**config.mk**
```make
export PLATFORM = sky130hd
export DESIGN_NAME = cdsl_steer
export DESIGN_NICKNAME = d
export VERILOG_FILES = /design/src/cdsl_pkg.sv /design/src/cdsl_xdec.sv /design/src/cdsl_steer.sv
export SDC_FILE = /design/constraint.sdc
export NUM_CORES = 1
export LEC_CHECK = 0
export ABC_AREA = 1
export BUFFER_PORTS_ARGS = -buffer_cell sky130_fd_sc_hd__clkbuf_2
export CORE_MARGIN = 10
export CORE_UTILIZATION = 51
export CTS_CLUSTER_DIAMETER = 60
export DETAILED_ROUTE_END_ITERATION = 8
export GPL_TIMING_DRIVEN = 0
export PLACE_DENSITY = 0.77
export SKIP_LAST_GASP = 1
export SLEW_MARGIN = 20
export SYNTH_ARGS = -nofsm -noshare
export SYNTH_HDL_FRONTEND = slang
export SYNTH_SLANG_ARGS = --single-unit
```
**constraint.sdc**
```tcl
create_clock -name clk_in -period 1.9 [get_ports clk_in]
set_clock_uncertainty 0.15 [all_clocks]
set_input_delay 0.19 -clock clk_in [delete_from_list [all_inputs] [get_ports clk_in]]
set_output_delay 0.19 -clock clk_in [all_outputs]
set_load 0.03 [all_outputs]
```
**src/cdsl_pkg.sv**
```systemverilog
// Package for the core drive steering logic: drive bundle, states and timing counts.
// Assumes a single 40 MHz clock and a synchronous active-high reset.
package cdsl_pkg;

  // ----------------------------------------------------------------
  // Timing
  // ----------------------------------------------------------------
  localparam int CDSL_CLK_NS = 25;
  localparam int CDSL_RD_NS = 250;
  localparam int CDSL_WR_NS = 250;
  localparam int CDSL_RISE_NS = 50;
  localparam int CDSL_RD_CYC = CDSL_RD_NS / CDSL_CLK_NS;
  localparam int CDSL_WR_CYC = CDSL_WR_NS / CDSL_CLK_NS;
  localparam int CDSL_RISE_CYC = (CDSL_RISE_NS + CDSL_CLK_NS - 1) / CDSL_CLK_NS;
  localparam int CDSL_CNT_W = 4;

  // ----------------------------------------------------------------
  // Address field positions (address is A[14:1])
  // ----------------------------------------------------------------
  localparam int CDSL_ADDR_HI = 14;
  localparam int CDSL_ADDR_LO = 1;
  localparam int CDSL_HALF_BIT = 14;
  localparam int CDSL_XWIN_HI = 13;
  localparam int CDSL_XWIN_LO = 7;
  localparam int CDSL_XWIN_W = CDSL_XWIN_HI - CDSL_XWIN_LO + 1;
  localparam int CDSL_XDRV_N = 8;
  localparam int CDSL_XSW_N = 16;

  typedef enum logic [1:0] {
    CDSL_IDLE  = 2'h0,
    CDSL_READ  = 2'h1,
    CDSL_WRITE = 2'h3,
    CDSL_RECOV = 2'h2
  } cdsl_state_t;

  typedef struct packed {
    logic x_rd_src_n;
    logic x_rd_snk_n;
    logic x_wr_src_n;
    logic x_wr_snk_n;
    logic x_rd_isrc;
    logic x_wr_isrc;
    logic y_com_src_timing_n;
    logic y_dio_snk_timing_n;
    logic y_dio_src_timing_n;
    logic y_com_snk_timing_n;
    logic y_dio_isrc;
    logic y_com_isrc;
  } cdsl_drive_t;

  localparam cdsl_drive_t CDSL_DRIVE_RST = 12'hF3C;

  typedef struct packed {
    logic [CDSL_XDRV_N-1:0] drv_sel;
    logic [CDSL_XSW_N-1:0] sw_sel;
    logic bank;
  } cdsl_xsel_t;

  localparam cdsl_xsel_t CDSL_XSEL_RST = 25'h0000000;

endpackage : cdsl_pkg

```
**src/cdsl_xdec.sv**
```systemverilog
// X winding decoder: turns address bits 13..7 into driver and switch selects.
// Assumes bits arrive active high (already inverted from the low-true bus).
`timescale 1ns/1ps
module cdsl_xdec (
  input wire logic [cdsl_pkg::CDSL_XWIN_W-1:0] xwin_in, // Address bits 13..7, high true.
  input wire logic enable_in, // Drive select is live.
  output cdsl_pkg::cdsl_xsel_t xsel_out // One-hot selects and decoder bank.
);
  import cdsl_pkg::*;

  // ----------------------------------------------------------------
  // Decode
  // ----------------------------------------------------------------
  // Bit 13 picks the decoder bank, so all-zero selects output zero of the
  // first bank and bit 13 alone selects output zero of the other bank.
  logic [2:0] drv_idx;
  logic [3:0] sw_idx;
  assign drv_idx = xwin_in[6:4];
  assign sw_idx = xwin_in[3:0];

  genvar gi;
  generate
    for (gi = 0; gi < CDSL_XDRV_N; gi++) begin : g_drv
      assign xsel_out.drv_sel[gi] = enable_in && (drv_idx == 3'(gi));
    end
    for (gi = 0; gi < CDSL_XSW_N; gi++) begin : g_sw
      assign xsel_out.sw_sel[gi] = enable_in && (sw_idx == 4'(gi));
    end
  endgenerate
  assign xsel_out.bank = enable_in && xwin_in[6];

endmodule : cdsl_xdec

```
**src/cdsl_steer.sv**
```systemverilog
// Core drive steering: read/write X timing, Y half-select multiplexer, inhibit and charge.
// Assumes cycle request, address and data-zero pins come from outside the clock domain.
`timescale 1ns/1ps
module cdsl_steer (
  input wire logic clk_in, // 40 MHz clock.
  input wire logic srst_in, // Synchronous reset, active high.
  input wire logic cycle_req_in, // Cycle request for an assigned address, level.
  input wire logic [cdsl_pkg::CDSL_ADDR_HI:cdsl_pkg::CDSL_ADDR_LO] addr_n_in, // Low-true address.
  input wire logic [1:0] byte_zero_in, // Per byte: zeros to be written.
  output cdsl_pkg::cdsl_drive_t drive_out, // X and Y timing and source enables.
  output cdsl_pkg::cdsl_xsel_t xsel_out, // X winding selects.
  output logic inhibit_rise_n_out, // Inhibit rise time, low true.
  output logic inhibit_low_byte_n_out, // Bits 0-7 inhibit time, low true.
  output logic inhibit_high_byte_n_out, // Bits 8-15 inhibit time, low true.
  output logic x_matrix_charge_on_out, // X stack charge on.
  output logic addr_hold_a_n_out, // Address hold, first copy, low true.
  output logic addr_hold_b_n_out, // Address hold, second copy, low true.
  output logic upper_half_select_out // Latched upper-half select.
);
  import cdsl_pkg::*;

  // ----------------------------------------------------------------
  // Input synchronisers
  // ----------------------------------------------------------------
  logic req_s1_ff, req_s2_ff, req_s3_ff;
  logic [CDSL_ADDR_HI:CDSL_ADDR_LO] addr_s1_ff, addr_s2_ff;
  logic [1:0] zero_s1_ff, zero_s2_ff;

  always_ff @(posedge clk_in) begin
    if (srst_in) begin
      req_s1_ff <= 1'b0;
      req_s2_ff <= 1'b0;
      req_s3_ff <= 1'b0;
      addr_s1_ff <= '1;
      addr_s2_ff <= '1;
      zero_s1_ff <= 2'h0;
      zero_s2_ff <= 2'h0;
    end else begin
      req_s1_ff <= cycle_req_in;
      req_s2_ff <= req_s1_ff;
      req_s3_ff <= req_s2_ff;
      addr_s1_ff <= addr_n_in;
      addr_s2_ff <= addr_s1_ff;
      zero_s1_ff <= byte_zero_in;
      zero_s2_ff <= zero_s1_ff;
    end
  end

  logic start;
  assign start = req_s2_ff && !req_s3_ff;

  // ----------------------------------------------------------------
  // Cycle sequencer
  // ----------------------------------------------------------------
  cdsl_state_t state_ff, nxt_state;
  logic [CDSL_CNT_W-1:0] cnt_ff, nxt_cnt;

  always_comb begin
    nxt_state = state_ff;
    nxt_cnt = cnt_ff + 4'h1;
    unique case (state_ff)
      CDSL_IDLE: begin
        nxt_cnt = 4'h0;
        if (start) begin
          nxt_state = CDSL_READ;
        end
      end
      CDSL_READ: begin
        if (cnt_ff == CDSL_CNT_W'(CDSL_RD_CYC - 1)) begin
          nxt_state = CDSL_WRITE;
          nxt_cnt = 4'h0;
        end
      end
      CDSL_WRITE: begin
        if (cnt_ff == CDSL_CNT_W'(CDSL_WR_CYC - 1)) begin
          nxt_state = CDSL_RECOV;
          nxt_cnt = 4'h0;
        end
      end
      CDSL_RECOV: begin
        nxt_state = CDSL_IDLE;
        nxt_cnt = 4'h0;
      end
    endcase
  end

  always_ff @(posedge clk_in) begin
    if (srst_in) begin
      state_ff <= CDSL_IDLE;
      cnt_ff <= 4'h0;
    end else begin
      state_ff <= nxt_state;
      cnt_ff <= nxt_cnt;
    end
  end

  // ----------------------------------------------------------------
  // Address and data latch
  // ----------------------------------------------------------------
  logic [CDSL_ADDR_HI:CDSL_ADDR_LO] addr_n_ff;
  logic [1:0] zero_ff;

  always_ff @(posedge clk_in) begin
    if (srst_in) begin
      addr_n_ff <= '1;
      zero_ff <= 2'h0;
    end else if (state_ff == CDSL_IDLE && start) begin
      addr_n_ff <= addr_s2_ff;
      zero_ff <= zero_s2_ff;
    end
  end

  logic upper;
  assign upper = !addr_n_ff[CDSL_HALF_BIT];

  // ----------------------------------------------------------------
  // Drive steering
  // ----------------------------------------------------------------
  function automatic cdsl_drive_t drive_of(input cdsl_state_t st, input logic up);
    cdsl_drive_t d;
    logic rd, wr;
    rd = (st == CDSL_READ);
    wr = (st == CDSL_WRITE);
    d.x_rd_src_n = !rd;
    d.x_rd_snk_n = !rd;
    d.x_wr_src_n = !wr;
    d.x_wr_snk_n = !wr;
    d.x_rd_isrc = rd;
    d.x_wr_isrc = wr;
    d.y_com_src_timing_n = up ? !wr : !rd;
    d.y_dio_snk_timing_n = up ? !wr : !rd;
    d.y_dio_src_timing_n = up ? !rd : !wr;
    d.y_com_snk_timing_n = up ? !rd : !wr;
    d.y_dio_isrc = up ? rd : wr;
    d.y_com_isrc = up ? wr : rd;
    return d;
  endfunction : drive_of

  logic nxt_upper;
  logic [CDSL_ADDR_HI:CDSL_ADDR_LO] nxt_addr_n;
  assign nxt_addr_n = (state_ff == CDSL_IDLE && start) ? addr_s2_ff : addr_n_ff;
  assign nxt_upper = !nxt_addr_n[CDSL_HALF_BIT];

  always_ff @(posedge clk_in) begin
    if (srst_in) begin
      drive_out <= CDSL_DRIVE_RST;
      upper_half_select_out <= 1'b0;
    end else begin
      drive_out <= drive_of(nxt_state, nxt_upper);
      upper_half_select_out <= nxt_upper;
    end
  end

  // ----------------------------------------------------------------
  // X winding select
  // ----------------------------------------------------------------
  cdsl_xsel_t xsel_nxt;
  logic xdec_en;
  assign xdec_en = (nxt_state == CDSL_READ) || (nxt_state == CDSL_WRITE);

  cdsl_xdec u_xdec (
    .xwin_in(~nxt_addr_n[CDSL_XWIN_HI:CDSL_XWIN_LO]),
    .enable_in(xdec_en),
    .xsel_out(xsel_nxt)
  );

  always_ff @(posedge clk_in) begin
    if (srst_in) begin
      xsel_out <= CDSL_XSEL_RST;
    end else begin
      xsel_out <= xsel_nxt;
    end
  end

  // ----------------------------------------------------------------
  // Inhibit, stack charge and address hold
  // ----------------------------------------------------------------
  logic nxt_wr;
  assign nxt_wr = (nxt_state == CDSL_WRITE);

  always_ff @(posedge clk_in) begin
    if (srst_in) begin
      inhibit_rise_n_out <= 1'b1;
      inhibit_low_byte_n_out <= 1'b1;
      inhibit_high_byte_n_out <= 1'b1;
      x_matrix_charge_on_out <= 1'b0;
      addr_hold_a_n_out <= 1'b1;
      addr_hold_b_n_out <= 1'b1;
    end else begin
      inhibit_rise_n_out <= !(nxt_wr && (|zero_ff) &&
                              nxt_cnt < CDSL_CNT_W'(CDSL_RISE_CYC));
      inhibit_low_byte_n_out <= !(nxt_wr && zero_ff[0]);
      inhibit_high_byte_n_out <= !(nxt_wr && zero_ff[1]);
      x_matrix_charge_on_out <= nxt_wr;
      addr_hold_a_n_out <= (nxt_state == CDSL_IDLE);
      addr_hold_b_n_out <= (nxt_state == CDSL_IDLE);
    end
  end

  // ----------------------------------------------------------------
  // Assertions
  // ----------------------------------------------------------------
  localparam int RD_LEN = CDSL_RD_CYC;

  property p_rd_then_wr;
    @(posedge clk_in) disable iff (srst_in)
    $rose(drive_out.x_wr_isrc) |-> $past(drive_out.x_rd_isrc);
  endproperty
  a_rd_then_wr: assert property (p_rd_then_wr) else $error("write half without read");

  property p_x_opposite;
    @(posedge clk_in) disable iff (srst_in)
    !(!drive_out.x_rd_src_n && !drive_out.x_wr_src_n);
  endproperty
  a_x_opposite: assert property (p_x_opposite) else $error("X read and write overlap");

  property p_rd_len;
    @(posedge clk_in) disable iff (srst_in)
    $fell(drive_out.x_rd_src_n) |-> !drive_out.x_rd_snk_n ##RD_LEN $rose(drive_out.x_rd_src_n);
  endproperty
  a_rd_len: assert property (p_rd_len) else $error("read half length wrong");

  property p_wr_pair;
    @(posedge clk_in) disable iff (srst_in)
    (drive_out.x_wr_src_n == drive_out.x_wr_snk_n) &&
    (drive_out.x_wr_isrc == !drive_out.x_wr_src_n);
  endproperty
  a_wr_pair: assert property (p_wr_pair) else $error("X write pair mismatch");

  property p_inh_rise;
    @(posedge clk_in) disable iff (srst_in)
    $fell(inhibit_rise_n_out) |-> $fell(drive_out.x_wr_src_n) ##1 !inhibit_rise_n_out;
  endproperty
  a_inh_rise: assert property (p_inh_rise) else $error("inhibit rise misplaced");

  property p_inh_byte;
    @(posedge clk_in) disable iff (srst_in)
    (!inhibit_low_byte_n_out || !inhibit_high_byte_n_out) |->
    !drive_out.x_wr_src_n && x_matrix_charge_on_out;
  endproperty
  a_inh_byte: assert property (p_inh_byte) else $error("inhibit outside write");

  property p_y_lower;
    @(posedge clk_in) disable iff (srst_in)
    !upper_half_select_out |-> drive_out.y_com_src_timing_n == drive_out.x_rd_src_n &&
    drive_out.y_dio_src_timing_n == drive_out.x_wr_src_n;
  endproperty
  a_y_lower: assert property (p_y_lower) else $error("lower half Y steering wrong");

  property p_y_upper;
    @(posedge clk_in) disable iff (srst_in)
    upper_half_select_out |-> drive_out.y_dio_src_timing_n == drive_out.x_rd_src_n &&
    drive_out.y_com_src_timing_n == drive_out.x_wr_src_n && drive_out.y_dio_isrc == !drive_out.x_rd_src_n;
  endproperty
  a_y_upper: assert property (p_y_upper) else $error("upper half Y steering wrong");

  property p_half_stable;
    @(posedge clk_in) disable iff (srst_in)
    !addr_hold_a_n_out && $past(!addr_hold_a_n_out) |-> $stable(upper_half_select_out);
  endproperty
  a_half_stable: assert property (p_half_stable) else $error("half select moved in cycle");

  property p_xdec_zero;
    @(posedge clk_in) disable iff (srst_in)
    (!drive_out.x_rd_src_n && addr_n_ff[13:7] == 7'h7F) |-> xsel_out.drv_sel == 8'h01 &&
    xsel_out.sw_sel == 16'h0001 && !xsel_out.bank;
  endproperty
  a_xdec_zero: assert property (p_xdec_zero) else $error("X decode of zero wrong");

  c_lower: cover property (@(posedge clk_in) disable iff (srst_in)
    !upper_half_select_out && $rose(drive_out.x_wr_isrc));
  c_upper: cover property (@(posedge clk_in) disable iff (srst_in)
    upper_half_select_out && $rose(drive_out.x_wr_isrc));
  c_inhibit_both: cover property (@(posedge clk_in) disable iff (srst_in)
    !inhibit_low_byte_n_out && !inhibit_high_byte_n_out);

endmodule : cdsl_steer

```
# ---- Yosys cells after proc, flatten, opt, wreduce, memory -nomap -nowiden
# Cells that the tools add are included.
dict set report op_classes {
  eq_ne 28
  n_mux 11
  n_lt_le_gt_ge 1
  add_sub_neg 1
  bitwise 1
  reduce_logical 46
}
# operator count
set ops {}
lappend ops {{4-bit == test, second input constant} 9}
lappend ops {{1-bit logical AND} 31}
lappend ops {{4-bit by 3-bit == test with 1-bit output, second input constant} 4}
lappend ops {{14-bit two-way mux} 1}
lappend ops {{3-bit == test, second input constant} 4}
lappend ops {{4-bit by 2-bit == test with 1-bit output, second input constant} 2}
lappend ops {{2-bit one-hot mux with 4 select lines} 1}
lappend ops {{4-bit one-hot mux with 2 select lines} 1}
lappend ops {{1-bit zero test} 7}
lappend ops {{7-bit inverter} 1}
lappend ops {{2-bit == test, second input constant} 3}
lappend ops {{3-bit by 2-bit == test with 1-bit output, second input constant} 2}
lappend ops {{2-bit two-way mux} 3}
lappend ops {{2-bit OR reduction} 3}
lappend ops {{4-bit by 1-bit adder with 4-bit output, second input constant} 1}
lappend ops {{2-bit by 1-bit == test with 1-bit output, second input constant} 2}
lappend ops {{4-bit by 1-bit == test with 1-bit output, second input constant} 1}
lappend ops {{2-bit zero test} 2}
lappend ops {{4-bit zero test} 1}
lappend ops {{4-bit by 2-bit < comparator with 1-bit output, second input constant} 1}
lappend ops {{1-bit two-way mux} 4}
lappend ops {{4-bit two-way mux} 1}
lappend ops {{3-bit by 1-bit == test with 1-bit output, second input constant} 1}
lappend ops {{3-bit zero test} 1}
lappend ops {{1-bit logical OR} 1}
dict set report word_totals {
  in_bits 19
  out_inout_bits 44
  regBits 95
  elab_cells 116
}

# ---- Depth between registers and ports, before layout
# Gate-level depths: netlist (run 1).
dict set report depth {
  depth_word 8
  ltp_mapped 9
  depth_no_buf 9
}

# ---- Modules after synthesis
# From an unflattened synthesis (run 1), not the netlist that was laid out.
dict set report unflattened {
  cells_unflattened 328
  area_unflattened_um2 2665.1
}
# mod area_each_um2 cells_each instances seq_area_each_um2
set by_module_without_submodules {}
lappend by_module_without_submodules {cdsl_steer 2471.1 278 1 1541.5}
lappend by_module_without_submodules {cdsl_xdec 193.9 50 1 0.0}

# ---- Least setup slack after synthesis (run 1)
# No wires, ideal clock.
dict set report synth_path {
  kind {register -> register}
  startpoint {reg cnt_ff[1]}
  endpoint {reg inhibit_high_byte_n_out}
  setup_ps 122
  n_path_buf 0
  slack_ps 425
  stages_incl_launch_ff 9
  required_time_ps 1628
  t_arrival_ps 1203
  synth_period_minus_slack_ps 1475
  cell_sequence {dfxtp_1 > inv_1 > ha_1 > nand3_2 > nand2_1 > nand2_4 > nand2_1 > nor2_1 > nand2_1}
}
dict set report synth_via {
  elab_chain_len 6
  elab_cells_between_ends 7
  classes_between {eq/ne: 2; mux: 3; reduce/logical: 2}
}
# element line_no
set synth_lines {}
lappend synth_lines {{start, declared} cdsl_steer.sv:56} ;# logic [CDSL_CNT_W-1:0] cnt_ff, nxt_cnt;
lappend synth_lines {{start signal, assigned} cdsl_steer.sv:93} ;# cnt_ff <= nxt_cnt;
lappend synth_lines {{4-bit == test *} {cdsl_steer.sv:69, cdsl_steer.sv:75}}
lappend synth_lines {{2-bit two-way mux (on tied branches)} {cdsl_steer.sv:75, cdsl_steer.sv:69}}
lappend synth_lines {{2-bit one-hot mux with 4 select lines *} cdsl_steer.sv:61} ;# unique case (state_ff)
lappend synth_lines {{2-bit == test *} cdsl_steer.sv:179} ;# assign nxt_wr = (nxt_state == CDSL_WRITE);
lappend synth_lines {{1-bit logical AND *} cdsl_steer.sv:193} ;# inhibit_high_byte_n_out <= !(nxt_wr && zero_ff[1]);
lappend synth_lines {{1-bit zero test *} cdsl_steer.sv:193}
lappend synth_lines {{end signal, assigned} cdsl_steer.sv:193}
lappend synth_lines {{end, declared} cdsl_steer.sv:14} ;# output logic inhibit_high_byte_n_out,
# Every way passes the cells marked *; elsewhere a longest branch is shown, timed or not.
# A chain may end at the register's enable or synchronous reset.

# ---- Worst setup path in the final report (run 1)
dict set report layout_path {
  startpoint {reg cnt_ff[1]}
  endpoint {reg xsel_out[12] in the netlist's numbering}
}
dict set report layout_via {
  elab_chain_len 6
  elab_cells_between_ends 8
  classes_between {eq/ne: 3; mux: 3; reduce/logical: 2}
}
# element line_no
set layout_lines {}
lappend layout_lines {{4-bit == test *} {cdsl_steer.sv:69, cdsl_steer.sv:75}}
lappend layout_lines {{2-bit two-way mux (on tied branches)} {cdsl_steer.sv:75, cdsl_steer.sv:69}}
lappend layout_lines {{2-bit one-hot mux with 4 select lines *} cdsl_steer.sv:61}
lappend layout_lines {{2-bit by 1-bit == test with 1-bit output / 2-bit == test (equally long branches)} cdsl_steer.sv:159} ;# assign xdec_en = (nxt_state == CDSL_READ) || (nxt_state == CDSL_WRITE);
lappend layout_lines {{1-bit logical OR *} cdsl_steer.sv:159}
lappend layout_lines {{1-bit logical AND *} cdsl_xdec.sv:27} ;# assign xsel_out.sw_sel[gi] = enable_in && (sw_idx == 4'(gi));
lappend layout_lines {{end signal, assigned} cdsl_steer.sv:171} ;# xsel_out <= xsel_nxt;
lappend layout_lines {{end, declared} cdsl_steer.sv:11} ;# output cdsl_pkg::cdsl_xsel_t xsel_out,
# Marks and branches as above.

==> qor.csv, run 1 <==
stage;metric;value;unit
floorplan;die_area;0.00819;mm^2
critical_path;ff2ff_setup_slack;0.24;ns
detailed_routing;drc;0;
grt;grt_max_degree;14;
critical_path;critPathMaxStageDelay;0.36;ns
detailed_routing;wl_per_cell;10.4;um
detailed_routing;detail-route-antenna-nets;0;
critical_path;reg2reg_depth;9;
sta;fin_crit;1.66;ns
floorplan;die_h;90.5;um
grt;grt_pass1_vias;1790;
critical_path;worst_path_max_delay_cell;dfxtp_1;
finish;synthToLayoutAreaGrowth;25.8;%
critical_path;cp-end-kind;flip-flop;
hold_path;holdPathEnd;zero_ff[0];
grt;gr-total-overflow;0;
place;dp_hpwl;3420;um
detailed_routing;vias_per_cell;4.29;
grt;grt_pass1_wl;7980;um
synth;avgSynthCellArea;8.90;um^2
floorplan;rows;25;
critical_path;crit_start;cnt_ff[1];
status;status;finished, final reports clean;
power_and_ir_drop;ir_worst_vdd;0.633;mV
hold_path;hold_start;srst_in;
synth;syn_inst;285;
place;place.gp.congestion;0.780;
critical_path;crit_type;reg -> reg;
grt;grt.total_usage;0.120;
critical_path;critical_path.top_delay_family;simple AND/OR/NAND/NOR gates;
critical_path;r2r-start;cnt_ff[1];
finish;num_antenna_cells;0;
critical_path;cp_common_cell;nand2_1;
synth;ys_seq_elements;77;
sta;finalHoldViolCount;0;
synth;yosysWarnings;0;
clock_network;htreeDepth;3;
critical_path;critPathLaunchType;flip-flop;
finish;final_layout_size_suffix_gt1_frac;0.307;
critical_path;critical_path_arrival;1.79;ns
critical_path;crit_chain;inv_1 -> ha_1 -> nand3_2 -> nand2_2 -> nand2_4 -> nand2_1 -> inv_2 -> nand2_1 -> nor2_1;
floorplan;die_x;90.5;um
hold_path;hp-class;in -> reg;
clock_network;clkLatencyLatePin;0.34;ns
grt;grt_antenna_before_repair;0;
clock_network;cts_sinks;77;
sta;final.setup.tns;0;ns
place;placed_cells;408;
synth;syn_area;0.00254;mm^2
detailed_routing;num_vias;1864;
detailed_routing;wl;4530;um
clock_network;cts_tree;built;
power_and_ir_drop;power_density;950;mW/mm^2
finish;final_cells;435;
synth;ys_types;25;
critical_path;timing.rr.end;xsel_out[12];
critical_path;cp_max_fo;7;
clock_network;cts_made_buffers;9;
sta;post-route-period-util;0.871;
flow_run;cap_violations;0;
place;port_buffers;56;
clock_network;postCtsSetupBuffers;0;
floorplan;start_util;0.530;
critical_path;path_buf_inv;2;
sta;setup_violations;0;
synth;syn-num-nets;306;
power_and_ir_drop;p_leak;1.55;nW
sta;grt_setup_unrepaired;no;
sta;tightest_slew;0.423;ns
detailed_routing;drt-initial-drc-count;71;
clock_network;clockBufferDepth;2;
sta;slew_violations;0;
hold_path;holdPathStages;4;
finish;nets;384;
floorplan;ios;63;
floorplan;core_region_area;0.00479;mm^2
clock_network;cts_root_buf;clkbuf_8;
sta;max_clock_freq;604;MHz
clock_network;cts.reportedPaths.clkPinSlew;0.08;ns
critical_path;critPathRequiredTime;2.03;ns
synth;yosysSeqAreaShare;0.608;
sta;relSlewSlack;0.718;
detailed_routing;drt_pass1_iterations;4;
-- cell type report --
type	count	area, um^2
Inverter	33	124
Tap cell	67	83.8
Clock inverter	6	38.8
Timing Repair Buffer	67	390
Sequential cell	77	1540
Buffer	12	82.6
Fill cell	397	1600
Multi-Input combinational cell	163	791
Clock buffer	10	138
-- worst reg2reg max path: cells and delay by family, from the launching register on --
kind | cells | cell delay, ns
adders and majority gates | 1 | 0.18
buffers and inverters | 2 | 0.20
and+or+nand+nor | 6 | 0.70
DFF | 1 | 0.36
-- cells in the final DEF (no fill, tap or decap), types with 4 or more instances in the layout --
cell           instances
inv_1                 30
nor2_1                47
dfxtp_1               77
nand3_1                7
dlygate4sd3_1         11
or2_2                 16
o21ai_2                4
buf_4                  6
nand2_1               61
clkbuf_2              56
clkbuf_8              10
-- cell usage after synthesis (all sizes together) --
cell | n | area (um^2)
a21oi | 3 | 15.0
nor3 | 3 | 15.0
or2 | 16 | 100
dfxtp | 77 | 1540
nor2 | 50 | 210
nand2 | 66 | 268
clkbuf | 3 | 11.3
buf | 9 | 71.3
nand3b | 2 | 15.0
inv | 33 | 124
nand4 | 3 | 18.8
nand3 | 9 | 55.1
o211ai | 1 | 7.51
xnor2 | 1 | 8.76
ha | 2 | 25.0
o21ai | 7 | 50.0
-- registers in the layout, summed over array words and instances, names as in the netlist --
name,cells
state_ff,2
req_s3_ff,1
x_matrix_charge_on_out,1
inhibit_rise_n_out,1
drive_out,7
upper_half_select_out,1
addr_s2_ff,8
addr_s1_ff,8
inhibit_high_byte_n_out,1
zero_ff,2
req_s1_ff,1
inhibit_low_byte_n_out,1
addr_hold_b_n_out,1
req_s2_ff,1
zero_s1_ff,2
xsel_out,25
cnt_ff,4
addr_n_ff,8
zero_s2_ff,2
-- cells by family (layout without fill, tap and decap cells) --
family,count (synthesis),in the layout,synth area share
buffers and inverters,45,128,0.0814
DFF,77,77,0.608
adders and majority gates,2,2,0.00987
AOI/OAI and AO/OA,11,11,0.0286
and+or+nand+nor,149,149,0.269
xor gates and xnor gates,1,1,0.00345
-- where the power goes --
group          internal, mW  switching (mW)
Combinational         0.101           0.184
Sequential             1.67          0.0244
Clock                 0.503           0.550
Total                  2.27           0.759
-- worst max path at each step --
stage / endpoint / cells after the start
3_5_place_dp: xsel_out[10] / 9
6_report: xsel_out[12] / 9
4_1_cts: xsel_out[12] / 9
3_3_place_gp: xsel_out[14] / 9
5_1_grt: xsel_out[12] / 9
2_1_floorplan: inhibit_high_byte_n_out / 8
-- per-layer routing --
metal  up-vias  global-route usage  wire, um  part of all wire
met5         -                   0         0                 0
met4         0              0.0676        82             0.018
met3         9              0.0599       379             0.084
met2        51               0.181      1940              0.43
met1       791               0.134      2130              0.47
li1       1013                   -         -                 -
-- metrics by stage --
step | power [mW] | hold slack (ns) | instance area, um^2 | utilization | worst slack [ns]
floorplan | 1.92 | 0.144 | 2540 | - | 0.425
global placement | 1.99 | 0.224 | 2900 | 0.606 | 0.214
detailed placement | 2.00 | 0.224 | 2900 | 0.606 | 0.174
CTS | 3.06 | 0.105 | 3190 | 0.666 | 0.136
global route | 3.19 | 0.142 | 3190 | 0.666 | 0.0858
finish | 3.03 | 0.116 | 3190 | 0.666 | 0.245
-- timing repair --
action                                  4_1_cts  5_1_grt
endpoints found under the setup margin        0        1
endpoints found under the hold margin        11        0
resized for setup                             0        1
hold buffers                                 11        0
No activity file was read; power rests on OpenSTA's default activity.
==> run 2, diff against run 1 <==
Settings changed: BUFFER_PORTS_ARGS -buffer_cell sky130_fd_sc_hd__clkbuf_2 to unset, CORE_UTILIZATION 51 to 55, DONT_BUFFER_PORTS set to 1, PLACE_DENSITY 0.77 to 0.7.
==> run 2 against run 1 <==
Net effect: sequential power grew 3%; power grew 6.7%; sequential cell count is the same; clock-buffer cell count is the same; non-clock buffer count shrank 55; critical path depth is the same; critical path type unchanged; highest routed layer unchanged.
==> qor.csv, run 2 (synthesis gave the netlist of run 1 again) <==
stage;metric;value;unit;change
finish;synthToLayoutAreaGrowth;15.9;%;was 25.8%
sta;relSlewSlack;0.695;;was 0.718
grt;grt_antenna_before_repair;0;;unchanged
floorplan;start_util;0.575;;was 0.530
floorplan;rows;24;;was 25
finish;final_cell_mix;dfxtp_1, nand2_1, nor2_1;;was dfxtp_1, nand2_1, clkbuf_2
flow_run;cap_violations;0;;unchanged
critical_path;r2r-start;cnt_ff[1];;unchanged
finish;filler_cell_count;353;;was 397
finish;final_common_cell;dfxtp_1;;unchanged
critical_path;critPathRequiredTime;2.03;ns;about the same
finish;final_layout_size_suffix_gt1_frac;0.179;;was 0.307
finish;largest_register;xsel_out;;unchanged
sta;post-route-period-util;0.892;;was 0.871
hold_path;hp-class;in -> reg;;unchanged
clock_network;cts.reportedPaths.clkPinSlew;0.07;ns;was 0.08 ns
grt;grt_pass1_vias;1560;;was 1790
place;place.gp.congestion;0.801;;was 0.780
hold_path;hold_start;srst_in;;unchanged
sta;max_clock_freq;590;MHz;was 604 MHz
sta;worst_slack;0.206;ns;was 0.245 ns
critical_path;cp-end-kind;flip-flop;;unchanged
status;status;finished, final reports clean;;unchanged
detailed_routing;drc;0;;unchanged
floorplan;ios;63;;unchanged
finish;largest_reg_flops;25;;unchanged
sta;grt_setup_unrepaired;no;;unchanged
detailed_routing;vias_per_cell;4.67;;was 4.29
detailed_routing;num_vias;1705;;was 1864
clock_network;cts_tree;built;;unchanged
critical_path;reg2reg_depth;9;;unchanged
detailed_routing;drt-initial-drc-count;107;;was 71
sta;whs;0.0616;ns;was 0.116 ns
hold_path;holdPathEnd;cnt_ff[3];;was zero_ff[0]
clock_network;clkLatencyLatePin;0.34;ns;about the same
grt;grt_max_degree;14;;unchanged
grt;grt.total_usage;0.121;;was 0.120
clock_network;htreeDepth;3;;unchanged
place;port_buffers;0;;was 56
power_and_ir_drop;power_density;1100;mW/mm^2;was 950 mW/mm^2
detailed_routing;detail-route-antenna-nets;0;;unchanged
floorplan;core_region_area;0.00441;mm^2;was 0.00479 mm^2
critical_path;critPathLaunchType;flip-flop;;unchanged
place;placed_cells;337;;was 408
floorplan;die_x;87.9;um;was 90.5 um
clock_network;clockBufferDepth;2;;unchanged
critical_path;ff2ff_setup_slack;0.21;ns;was 0.24 ns
critical_path;timing.rr.end;xsel_out[13];;was xsel_out[12]
detailed_routing;wl_per_cell;12.1;um;was 10.4 um
critical_path;critical_path.top_delay_family;simple AND/OR/NAND/NOR gates;;unchanged
critical_path;cp_common_cell;nand2_1;;unchanged
finish;num_antenna_cells;0;;unchanged
clock_network;cts_root_buf;clkbuf_8;;unchanged
sta;setup_violations;0;;unchanged
critical_path;worst_path_max_delay_cell;dfxtp_1;;unchanged
place;dp_hpwl;3260;um;was 3420 um
critical_path;path_buf_inv;2;;unchanged
finish;regArea;0.00154;mm^2;unchanged
power_and_ir_drop;ir_worst_vdd;0.574;mV;was 0.633 mV
sta;final.setup.tns;0;ns;unchanged
critical_path;critPathMaxStageDelay;0.36;ns;about the same
clock_network;cts_sinks;77;;unchanged
critical_path;crit_chain;inv_1 -> ha_1 -> nand3_2 -> nand2_2 -> nand2_4 -> nand2_1 -> inv_2 -> nand2_1 -> nor2_1;;unchanged
detailed_routing;drt_pass1_iterations;4;;unchanged
sta;slew_violations;0;;unchanged
critical_path;critical_path_arrival;1.83;ns;was 1.79 ns
floorplan;die_area;0.00773;mm^2;was 0.00819 mm^2
critical_path;cp_max_fo;7;;unchanged
floorplan;die_h;87.9;um;was 90.5 um
finish;multiInputGateArea;791;um^2;unchanged
clock_network;cts_made_buffers;9;;unchanged
finish;post-route-util;0.666;;about the same
power_and_ir_drop;p_leak;1.32;nW;was 1.55 nW
sta;finalHoldViolCount;0;;unchanged
critical_path;crit_type;reg -> reg;;unchanged
finish;final_cells;365;;was 435
clock_network;postCtsSetupBuffers;0;;unchanged
sta;tightest_slew;0.457;ns;was 0.423 ns
detailed_routing;wl;4430;um;was 4530 um
sta;fin_crit;1.69;ns;was 1.66 ns
finish;nets;329;;was 384
grt;grt_pass1_wl;7160;um;was 7980 um
place;place_ws;0.163;ns;was 0.174 ns
grt;gr-total-overflow;0;;unchanged
hold_path;holdPathStages;2;;was 4
run 2: worst max path at each step:
stage          cells past startpoint       from  slack [ns]                       to
2_1_floorplan                      8  cnt_ff[1]        0.42  inhibit_high_byte_n_out
3_3_place_gp                       9  cnt_ff[1]        0.17             xsel_out[13]
3_5_place_dp                       9  cnt_ff[1]        0.16              xsel_out[9]
4_1_cts                            9  cnt_ff[1]        0.14             xsel_out[13]
5_1_grt                            9  cnt_ff[1]        0.06              xsel_out[9]
6_report                           9  cnt_ff[1]        0.21             xsel_out[13]
run 2: layout make-up:
type                       instances  share of cell area
inverter                          33              0.0421
multi-input combinational        163               0.269
buffer                            12              0.0281
clock inverter                     6              0.0298
clock buffer                      10              0.0434
timing repair buffer              12              0.0409
tap                               52              0.0221
sequential                        77               0.524
run 2: per-layer routing:
| layer | part of all wire | global-route usage | vias up |
|---|---|---|---|
| met5 | 0 | 0 | - |
| met4 | 0.022 | 0.0696 | 0 |
| met3 | 0.11 | 0.0566 | 9 |
| met2 | 0.40 | 0.171 | 59 |
| met1 | 0.46 | 0.147 | 733 |
| li1 | - | - | 904 |
run 2: power breakdown:
group          leakage (nW)  internal, mW  switching [mW]  total, mW
Combinational         0.593        0.0755           0.128      0.203
Sequential            0.629          1.67          0.0717       1.74
Clock                0.0985         0.736           0.555       1.29
run 2: what timing repair did:
item / 4_1_cts / 5_1_grt
hold buffers: 12 / 0
endpoints found under the setup margin: 0 / 11
gates resized for setup: 0 / 1
endpoints found under the hold margin: 17 / 0
run 2: through the flow:
step	area [um^2]	total power, mW
detailed placement	2600	1.96
floorplan	2540	1.92
CTS	2940	3.26
finish	2940	3.23
global route	2940	3.39
global placement	2600	1.96
